$ cat src/logic/ppsm_pkg.sv
package ppsm_pkg;

	// register indices on the plain register port
	localparam logic [1:0] ADDR_UART1_INPUT_ROUTE   = 2'h0;
	localparam logic [1:0] ADDR_PWM_AUX_INPUT_ROUTE = 2'h1;
	localparam logic [1:0] ADDR_OUTPUT_ROUTE_70_71  = 2'h2;
	localparam logic [1:0] ADDR_OUTPUT_ROUTE_79_80  = 2'h3;

	localparam int IN_SEL_W   = 7;
	localparam int OUT_SEL_W  = 6;
	localparam int REG_W      = 16;
	localparam int NUM_FUNC   = 64;
	localparam int NUM_SRC    = 128;

	// field positions (low bit of each field)
	localparam int IN_HI_LSB  = 8;
	localparam int IN_LO_LSB  = 0;
	localparam int OUT_HI_LSB = 8;
	localparam int OUT_LO_LSB = 0;

	// writable bits of each register kind; the rest read zero
	localparam logic [15:0] IN_REG_MASK  = 16'h7F7F;
	localparam logic [15:0] OUT_REG_MASK = 16'h3F3F;

	localparam logic [15:0] ROUTE_RESET = 16'h0000;

	localparam logic [6:0] SRC_GROUND     = 7'h00;
	localparam logic [6:0] SRC_COMPARATOR = 7'h01;
	localparam logic [6:0] SRC_PIN_127    = 7'h7F;

	typedef struct packed {
		logic [1:0]  addr;
		logic [15:0] wdata;
		logic        wr;
		logic        rd;
	} ppsm_bus_req_t;

	typedef struct packed {
		logic [6:0] uart1_cts_source_sel;
		logic [6:0] uart1_rx_source_sel;
		logic [6:0] deadtime_comp1_source_sel;
		logic [6:0] pwm_sync2_source_sel;
		logic [5:0] pin71_function_sel;
		logic [5:0] pin70_function_sel;
		logic [5:0] pin80_function_sel;
		logic [5:0] pin79_function_sel;
	} ppsm_sel_t;

	typedef struct packed {
		logic uart1_clear_to_send_in;
		logic uart1_receive_in;
		logic deadtime_comp1_in;
		logic pwm_sync2_in;
	} ppsm_periph_in_t;

endpackage

$ cat src/logic/ppsm_in_sel.sv
`timescale 1ns/1ps
module ppsm_in_sel
	import ppsm_pkg::*;
(
	input  wire logic [6:0]   sel,
	input  wire logic [127:0] remappable_io_pin,
	input  wire logic         comparator_one_output,
	output logic              routed
);
	// codes 2..127 pick the pin of that number
	wire logic pin_bit;
	assign pin_bit = remappable_io_pin[sel];
	assign routed  = (sel == SRC_GROUND)     ? 1'b0 :
	                 (sel == SRC_COMPARATOR) ? comparator_one_output :
	                 pin_bit;
endmodule

$ cat src/logic/ppsm_out_sel.sv
`timescale 1ns/1ps
module ppsm_out_sel
	import ppsm_pkg::*;
(
	input  wire logic [5:0]  sel,
	input  wire logic [63:0] periph_func_out,
	output logic             pin_level,
	output logic             pin_driven
);
	// function 0 means no peripheral owns the pin
	assign pin_level  = periph_func_out[sel];
	assign pin_driven = (sel != 6'h00);
endmodule

$ cat src/logic/ppsm_top.sv
`timescale 1ns/1ps
// Summary of operation
// - uart1 cts input from reg0 bits 14-8
// - uart1 rx input from reg0 bits 6-0
// - all-ones code selects pin 127
// - code one selects comparator 1 output
// - code zero ties input low
// - deadtime comp input from reg1 bits 14-8
// - pwm sync2 input from reg1 bits 6-0
// - pin 71 function from reg2 bits 13-8
// - pin 70 function from reg2 bits 5-0
// - pin 80 function from reg3 bits 13-8
// - pin 79 function from reg3 bits 5-0
// - unused bits read zero, ignore writes
module ppsm_top
	import ppsm_pkg::*;
(
	input  wire logic                  core_clk,
	input  wire logic                  reset,
	input  wire logic [1:0]            reg_addr,
	input  wire logic [15:0]           reg_wdata,
	input  wire logic                  reg_wr,
	input  wire logic                  reg_rd,
	output logic      [15:0]           reg_rdata,
	input  wire logic [127:0]          remappable_io_pin,
	input  wire logic                  comparator_one_output,
	input  wire logic [63:0]           periph_func_out,
	output ppsm_periph_in_t            periph_in,
	output logic      [3:0]            pin_out_level,
	output logic      [3:0]            pin_out_en,
	output ppsm_sel_t                  sel_view
);
	logic [15:0] route_q [4];
	logic [15:0] route_d [4];
	logic [15:0] rdata_d;
	ppsm_bus_req_t req;
	ppsm_sel_t     sel;
	ppsm_periph_in_t in_d;
	ppsm_periph_in_t in_q;
	logic [3:0]  lvl_d;
	logic [3:0]  en_d;
	logic [3:0]  lvl_q;
	logic [3:0]  en_q;

	function automatic logic [15:0] reg_mask(input logic [1:0] idx);
		reg_mask = (idx == ADDR_OUTPUT_ROUTE_70_71 || idx == ADDR_OUTPUT_ROUTE_79_80) ?
		           OUT_REG_MASK : IN_REG_MASK;
	endfunction

	assign req = '{addr: reg_addr, wdata: reg_wdata, wr: reg_wr, rd: reg_rd};

	genvar gi;
	generate
		for (gi = 0; gi < 4; gi++) begin : g_reg
			assign route_d[gi] = (req.wr && req.addr == 2'(gi)) ?
			                     (req.wdata & reg_mask(2'(gi))) : route_q[gi];
			always_ff @(posedge core_clk) begin
				if (reset) begin
					route_q[gi] <= ROUTE_RESET;
				end else begin
					route_q[gi] <= route_d[gi];
				end
			end
		end
	endgenerate

	// masked storage makes unused bits read zero
	assign rdata_d = req.rd ? route_q[req.addr] : 16'h0000;

	assign sel.uart1_cts_source_sel =
		route_q[ADDR_UART1_INPUT_ROUTE][IN_HI_LSB +: IN_SEL_W];
	assign sel.uart1_rx_source_sel =
		route_q[ADDR_UART1_INPUT_ROUTE][IN_LO_LSB +: IN_SEL_W];
	assign sel.deadtime_comp1_source_sel =
		route_q[ADDR_PWM_AUX_INPUT_ROUTE][IN_HI_LSB +: IN_SEL_W];
	assign sel.pwm_sync2_source_sel =
		route_q[ADDR_PWM_AUX_INPUT_ROUTE][IN_LO_LSB +: IN_SEL_W];
	assign sel.pin71_function_sel =
		route_q[ADDR_OUTPUT_ROUTE_70_71][OUT_HI_LSB +: OUT_SEL_W];
	assign sel.pin70_function_sel =
		route_q[ADDR_OUTPUT_ROUTE_70_71][OUT_LO_LSB +: OUT_SEL_W];
	assign sel.pin80_function_sel =
		route_q[ADDR_OUTPUT_ROUTE_79_80][OUT_HI_LSB +: OUT_SEL_W];
	assign sel.pin79_function_sel =
		route_q[ADDR_OUTPUT_ROUTE_79_80][OUT_LO_LSB +: OUT_SEL_W];

	ppsm_in_sel u_cts (
		.sel                   (sel.uart1_cts_source_sel),
		.remappable_io_pin     (remappable_io_pin),
		.comparator_one_output (comparator_one_output),
		.routed                (in_d.uart1_clear_to_send_in)
	);
	ppsm_in_sel u_rx (
		.sel                   (sel.uart1_rx_source_sel),
		.remappable_io_pin     (remappable_io_pin),
		.comparator_one_output (comparator_one_output),
		.routed                (in_d.uart1_receive_in)
	);
	ppsm_in_sel u_dtc (
		.sel                   (sel.deadtime_comp1_source_sel),
		.remappable_io_pin     (remappable_io_pin),
		.comparator_one_output (comparator_one_output),
		.routed                (in_d.deadtime_comp1_in)
	);
	ppsm_in_sel u_sync (
		.sel                   (sel.pwm_sync2_source_sel),
		.remappable_io_pin     (remappable_io_pin),
		.comparator_one_output (comparator_one_output),
		.routed                (in_d.pwm_sync2_in)
	);

	// pin order: [0]=70 [1]=71 [2]=79 [3]=80
	ppsm_out_sel u_p70 (
		.sel             (sel.pin70_function_sel),
		.periph_func_out (periph_func_out),
		.pin_level       (lvl_d[0]),
		.pin_driven      (en_d[0])
	);
	ppsm_out_sel u_p71 (
		.sel             (sel.pin71_function_sel),
		.periph_func_out (periph_func_out),
		.pin_level       (lvl_d[1]),
		.pin_driven      (en_d[1])
	);
	ppsm_out_sel u_p79 (
		.sel             (sel.pin79_function_sel),
		.periph_func_out (periph_func_out),
		.pin_level       (lvl_d[2]),
		.pin_driven      (en_d[2])
	);
	ppsm_out_sel u_p80 (
		.sel             (sel.pin80_function_sel),
		.periph_func_out (periph_func_out),
		.pin_level       (lvl_d[3]),
		.pin_driven      (en_d[3])
	);

	// outputs registered: one cycle of latency traded for clean timing
	always_ff @(posedge core_clk) begin
		if (reset) begin
			reg_rdata <= 16'h0000;
			in_q      <= '0;
			lvl_q     <= 4'h0;
			en_q      <= 4'h0;
			sel_view  <= '0;
		end else begin
			reg_rdata <= rdata_d;
			in_q      <= in_d;
			lvl_q     <= lvl_d;
			en_q      <= en_d;
			sel_view  <= sel;
		end
	end

	assign periph_in     = in_q;
	assign pin_out_level = lvl_q;
	assign pin_out_en    = en_q;
endmodule

$ cat config.mk
export PLATFORM = sky130hd
export DESIGN_NAME = ppsm_top
export DESIGN_NICKNAME = d
export VERILOG_FILES = /design/src/logic/ppsm_pkg.sv /design/src/logic/ppsm_in_sel.sv /design/src/logic/ppsm_out_sel.sv /design/src/logic/ppsm_top.sv
export SDC_FILE = /design/constraint.sdc
export NUM_CORES = 1
export LEC_CHECK = 0
export ABC_AREA = 1
export BUFFER_PORTS_ARGS = -buffer_cell sky130_fd_sc_hd__buf_2
export CAP_MARGIN = 20
export CORE_MARGIN = 2
export CORE_UTILIZATION = 30
export DETAILED_ROUTE_END_ITERATION = 8
export PLACE_DENSITY = 0.53
export SYNTH_ARGS = -nofsm -noshare
export SYNTH_HDL_FRONTEND = slang
export SYNTH_HIERARCHICAL = 1
export SYNTH_SLANG_ARGS = --single-unit
$ cat constraint.sdc
create_clock -name core_clk -period 2.3 [get_ports core_clk]
set_input_delay 0.115 -clock core_clk [delete_from_list [all_inputs] [get_ports core_clk]]
set_output_delay 0.115 -clock core_clk [all_outputs]
set_load 0.005 [all_outputs]
==> reports/results.ini, run 1 <==
[run_status]
run_status = complete, no violations

[critical_path]
r2r.worst_path.cells = 12
crit_path_end_kind = register
cp_data_arrival_time_ps = 2500
crit_required_ps = 2660
crit_path_max_fanout = 24
path_class = register to register
critPathLaunchType = register

[sta]
slew_headroom = 0.3398
finalSetupViolations = 0
clock.fmax_ghz = 0.4675
worst_pin_slew_ps = 989.3
setup_tns_ps = 0
fin_crit_sh = 0.9301
fin_crit_ps = 2139
worst_hold_slack_ps = 31.90
rsz0062_at_grt = no
maxSlewViolCount = 0
hold_viol = 0
clock_skew_ps = 11.10

[yosys]
synth_top_area_frac = 0.2857
async_flop_share = 0
ys_ff_latch = 130
synthTopCellsByArea = nand2_1, dfxtp_1, nand3_1
ys.flop_type = dfxtp_1
synth_cell_type_count = 36
synth.avg_cell_area_um2 = 5.153
synth_edf_count = 0
synth_area_mm2 = 0.01417
synthCells = 2751
seq_area_frac_synth = 0.1836
yosysWarnings = 6
yosys.area.top_type = nand2_1

[grt]
globalRouteTotalUtil = 0.2578
antenna_found_initial = 8
gr-total-overflow = 0
grt_max_degree = 54
grt_pass1_vias = 16380
grt_pass1_wl_um = 98380

[placed_design]
gp_congestion = 1.016
dp_hpwl_um = 49280
port_buffers = 290
placed_area_mm2 = 0.01594

[flow_run]
max_cap_viol_count = 0

[clock_network]
clk_latency_ps = 430
cts.sinks = 130
cts_root_buf = clkbuf_16
cts_resized = 0
path_clk_slew_ps = 60
cts_tree = yes
htree_levels = 4
cts_max_path_buffers = 2
cts_buffers = 17

[power]
peakVddDrop_uv = 614.2
power.leakage_nw = 9.475
total_power_w = 0.007856
p_per_area_mw_per_mm2 = 473.0

[route]
viasPerCell = 4.927
drtAntennaViolNets = 0
drtIter0Drc = 2180
vias = 17880
drc = 0
routed_wirelength_um = 65590
wl_per_cell_um = 18.07
drt-pass1-iter-count = 6

[worst_hold_path]
hp-class = primary input to register
whs_path_depth = 3

[final_layout]
syn2layout_area_growth_pct = 17.17
stdcell_area_mm2 = 0.01661
post_route_cells_drive_above_1_share = 0.1532
fin_nets = 3217

[floorplanning]
core_area_mm2 = 0.04656
die_area_mm2 = 0.04900
fp-row-count = 79
ios = 295
die_y_um = 221.4
die_w_um = 221.4
initial_core_util = 0.3045

through the flow:
step           setup slack (ps)    util  instances
2_1_floorplan             725.2       -       2752
5_1_grt                   25.26  0.3567       3628
3_3_place_gp              235.5  0.3423       3583
6_report                  160.9  0.3567       3629
4_1_cts                   232.6  0.3564       3622
3_5_place_dp              245.3  0.3423       3583
path summary, 6_finish.rpt:
path                                                  start                    endpoint  slack, ps
worst min-delay path                           reg_wdata[0]  route_q[1][0]$_SDFFE_PP0P_         30
worst min register to register  route_q[2][13]$_SDFFE_PP0P_     sel_view[23]$_SDFF_PP0_        500
worst max-delay path             route_q[1][0]$_SDFFE_PP0P_     periph_in[0]$_SDFF_PP0_        160
worst max register to register   route_q[1][0]$_SDFFE_PP0P_     periph_in[0]$_SDFF_PP0_        160
worst max-delay path, stage by stage (launching register included):
cell     delay (ps)
dfxtp_2         360
buf_12          180
nor2_8          390
a22oi_1         160
nand3_1         100
nand3_1         190
nand2_1         110
nand3_1          60
nand2_1          90
nand3_2          80
a21oi_2         180
inv_1            60
nor2_1          100
cell families after synthesis:
kind of cell    count (synthesis)  synth area share
buf+inv                       563            0.1992
simple gates                 1903            0.5562
other cells                     1         0.0002646
compound gates                154           0.06073
flops                         130            0.1836
layout by cell type (no fill, tap or decap), drive strengths merged, types with 7 or more instances in the layout:
master and n:
nand4 24, buf 374, a21oi 78, o21ai 52, dfxtp 130, nand3 351
clkbuf 18, o211ai 16, inv 419, nand2 1087, nand3b 14, diode 7
nor2 414, dlygate4sd3 7
where the power goes:
group / total (W) / switching, W / leakage [nW] / internal [W]
clock: 0.00268 / 0.00113 / 0.278 / 0.00155
combinational: 0.00269 / 0.00179 / 8.13 / 0.000903
sequential: 0.00249 / 0.000130 / 1.06 / 0.00236
total: 0.00786 / 0.00304 / 9.47 / 0.00481
cells in the mapped netlist, types with 3 or more instances:
master       n
a21boi_2     4
a21oi_1     74
a21oi_2      4
a22oi_1      4
and2_1       4
buf_1        3
buf_12       4
buf_2       41
buf_4       33
buf_6       44
buf_8        8
clkbuf_1    13
clkbuf_8     4
dfxtp_1    130
inv_1      392
inv_2       16
inv_4        4
nand2_1   1079
nand2_2      8
nand3_1    345
nand3_2      5
nand3b_1    14
nand4_1     24
nor2_1     405
nor2_4       4
nor2_8       4
nor3_1       4
nor4_1       4
o211ai_1    16
o21ai_0     32
o21ai_1     20
timing repair:
item	4_1_cts	5_1_grt
buffers inserted	0	0
hold buffers	7	0
hold endpoints to repair	12	0
flip-flops by register name, indices dropped and copies added (netlist names):
register and cells:
pin_out_level 4, sel_view 52, route_q 52, pin_out_en 4, reg_rdata 14, periph_in 4
routing by layer:
layer	track usage	vias to the layer above	wire, um
met4	0.1063	2	2642
met2	0.3942	969	27670
met1	0.3556	7927	28890
met3	0.04608	149	6374
met5	0	-	12
li1	-	8833	-
cell type report:
type	count	area, um^2
repair buffers	381	2327
fillers	5403	29950
multi-input cells	2059	8752
inverters	413	1560
well taps	607	759.5
clock buffers	18	439.2
diodes	7	17.52
clock inverters	14	145.1
flip-flops and latches	130	2608
(Power assumes the default switching activity.)
==> run 2, diff against run 1 <==
--- a/config.mk
+++ b/config.mk
@@ -11,8 +11,8 @@
 export CORE_MARGIN = 2
 export CORE_UTILIZATION = 30
 export DETAILED_ROUTE_END_ITERATION = 8
-export PLACE_DENSITY = 0.53
+export GPL_TIMING_DRIVEN = 0
+export PLACE_DENSITY = 0.54
 export SYNTH_ARGS = -nofsm -noshare
 export SYNTH_HDL_FRONTEND = slang
-export SYNTH_HIERARCHICAL = 1
 export SYNTH_SLANG_ARGS = --single-unit
==> run 2 against run 1 <==
  * The run now ends with negative setup slack left
  * Global-route usage increased by 17 points
  * Via count fell by 4.0%
  * Total power is 0.71% higher
  * Cell area is 14% lower
  * Die area down 19%
  * Synthesized cell count down 25%
==> reports/results.ini, run 2 <==
[critical_path]
worstPathCellList = inv_1, clkbuf_1, nand4_1, nand3_1, nand2_1, nand2_1, nand2_1, inv_1, nand2_1, nand2_1, nand3_1, nand2_1, inv_1
path_class = register to register
slowest_stage = clkbuf_1
worst-r2r-setup-slack_ps = -20
cp_data_arrival_time_ps = 2680
crit_path_max_fanout = 10
r2r.worst_path.cells = 13
crit_path_end_kind = register
crit_required_ps = 2660
crit_top_cell = nand2_1
critPathLaunchType = register
cpPeakStageDelay_ps = 770

[final_layout]
multi_input_area_mm2 = 0.007507
reg.largest.list = route_q (52), sel_view (52), reg_rdata (14)
fin_nets = 2582
final_common_cell = nand2_1
post-route-util = 0.3819
n_fill_cell = 4328
stdcell_area_mm2 = 0.01435
layout.area.seq_mm2 = 0.002603
final_cell_count_no_fill = 2892
layout_common_cells = nand2_1, buf_2, a21oi_1
post_route_cells_drive_above_1_share = 0.1916
syn2layout_area_growth_pct = 25.49

[placed_design]
port_buffers = 288
placed_area_mm2 = 0.01354
gp_congestion = 1.067
dp_hpwl_um = 65610
dp_cells = 2854
dpl_worst_slack_ps = -316.2

[route]
vias = 17170
drtIter0Drc = 2066
drtAntennaViolNets = 0
viasPerCell = 5.935
wl_per_cell_um = 29.45
drt-pass1-iter-count = 8
routed_wirelength_um = 85160
drc = 0

[run_status]
run_status = finished with violations
violations = negative setup slack

[power]
p_per_area_mw_per_mm2 = 551.2
power.leakage_nw = 6.816
peakVddDrop_uv = 528.2
total_power_w = 0.007912

[yosys]
synth_cell_type_count = 32
synth.avg_cell_area_um2 = 5.574
ys.flop_type = dfxtp_1
synthSimpleGateAreaFrac = 0.3569
synth_top_family_by_area = simple AND/OR/NAND/NOR gates
yosysWarnings = 0
yosys.cell_count.top_type = nand2_1
synth_edf_count = 0
ys_ff_latch = 130
synth_fa_ha_area_frac = 0
synthTopCellsByArea = dfxtp_1, nand2_1, a21oi_1
seq_area_frac_synth = 0.2275
synth-xor-area-share = 0
synthMuxAreaShare = 0
synthCells = 2052
async_flop_share = 0
synth_area_mm2 = 0.01144
synth_top_area_frac = 0.2275
synth-compound-area-share = 0.2873
yosys.area.top_type = dfxtp_1
ys_top_cells_by_count = nand2_1, a21oi_1, nand3_1

[floorplanning]
die_y_um = 199.3
initial_core_util = 0.3044
ios = 295
die_w_um = 199.3
fp-row-count = 71
die_area_mm2 = 0.03970
core_area_mm2 = 0.03758

[grt]
antenna_found_initial = 5
gr-total-overflow = 0
grt_pass1_wl_um = 118700
globalRouteTotalUtil = 0.4284
grt_pass1_vias = 16520
grt_max_degree = 17

[sta]
clock_skew_ps = 11.13
slew_headroom = 0.1944
worst_pin_slew_ps = 1208
fin_crit_sh = 1.009
setup_slack_ps = -21.34
finalSetupViolations = 1
hold_viol = 0
maxSlewViolCount = 0
clock.fmax_ghz = 0.4308
fin_crit_ps = 2321
rsz0062_at_grt = yes

[worst_hold_path]
whs_path_depth = 3
hp-class = primary input to register

[clock_network]
path_clk_slew_ps = 70
cts_buffers = 17
cts_root_buf = clkbuf_16
clk_latency_ps = 460
cts_tree = yes
htree_levels = 4
cts_max_path_buffers = 2
cts.sinks = 130

[flow_run]
max_cap_viol_count = 0

## run 2: cell types whose count changed in the layout (fill, tap and decap cells not counted), sizes merged, moves of 60 or more
cell / before / now
nand3: 351 / 203
o21ai: 52 / 199
nand2: 1087 / 568
clkbuf: 18 / 96
nor2: 414 / 164
a21oi: 78 / 260
inv: 419 / 202
o211ai: 16 / 76
## run 2: report_power, final
group          internal, W  leakage (nW)  switching [W]  total [W]
logic             0.000793          5.50        0.00202    0.00282
clock network      0.00139         0.256        0.00128    0.00267
registers          0.00236          1.06      0.0000693    0.00243
## run 2: layout make-up
class                           count  area share
Timing Repair Buffer              295      0.1051
Buffer                            149     0.05501
Tap cell                          511     0.04455
Inverter                          202     0.05353
Sequential cell                   130      0.1813
Clock buffer                       19     0.03016
Antenna cell                        1   0.0001744
Clock inverter                     13    0.007061
Multi-Input combinational cell   1572      0.5231
## run 2: repair_timing
item / 4_1_cts / 5_1_grt
endpoints found under the setup margin: 4 / 5
resized for setup: 25 / 55
gates cloned: 0 / 0
pin swaps: 0 / 1
hold buffers: 3 / 0
setup buffers: 0 / 2
hold endpoints to repair: 4 / 0
## run 2: per-stage QoR
| step | TNS (ps) | hold WS, ps |
|---|---|---|
| after floorplan | 0 | 194.3 |
| after global placement | -1522 | 392.4 |
| after detailed placement | -1221 | 394.3 |
| after CTS | 0 | 22.30 |
| after global routing | -50.28 | 51.05 |
| final | -21.34 | 41.98 |
## run 2: path summary, 6_finish.rpt
path | startpoint | to
setup / recovery | route_q[0][2]$_SDFFE_PP0P_ | periph_in[2]$_SDFF_PP0_
hold / removal | reg_wdata[3] | route_q[1][3]$_SDFFE_PP0P_
setup reg to reg | route_q[0][2]$_SDFFE_PP0P_ | periph_in[2]$_SDFF_PP0_
hold reg to reg | route_q[0][3]$_SDFFE_PP0P_ | sel_view[41]$_SDFF_PP0_
## run 2: routing by layer
metal | track usage | vias up | wire length (um)
li1 | - | 7506 | -
met1 | 0.4880 | 7998 | 31040
met2 | 0.6740 | 1294 | 37260
met3 | 0.1055 | 359 | 8485
met4 | 0.3637 | 8 | 8309
met5 | 0 | - | 54
## run 2: logic make-up after synthesis
group,Yosys count
AND/OR/NAND/NOR,978
AO/OA/AOI/OAI,592
buffers and inverters,351
flip-flops,130
other,1
## run 2: worst max-delay path, delay by kind of cell (launching register included)
family | cells | cell delay [ps]
and+or+nand+nor | 9 | 920
DFF | 1 | 310
buffers and inverters | 4 | 980
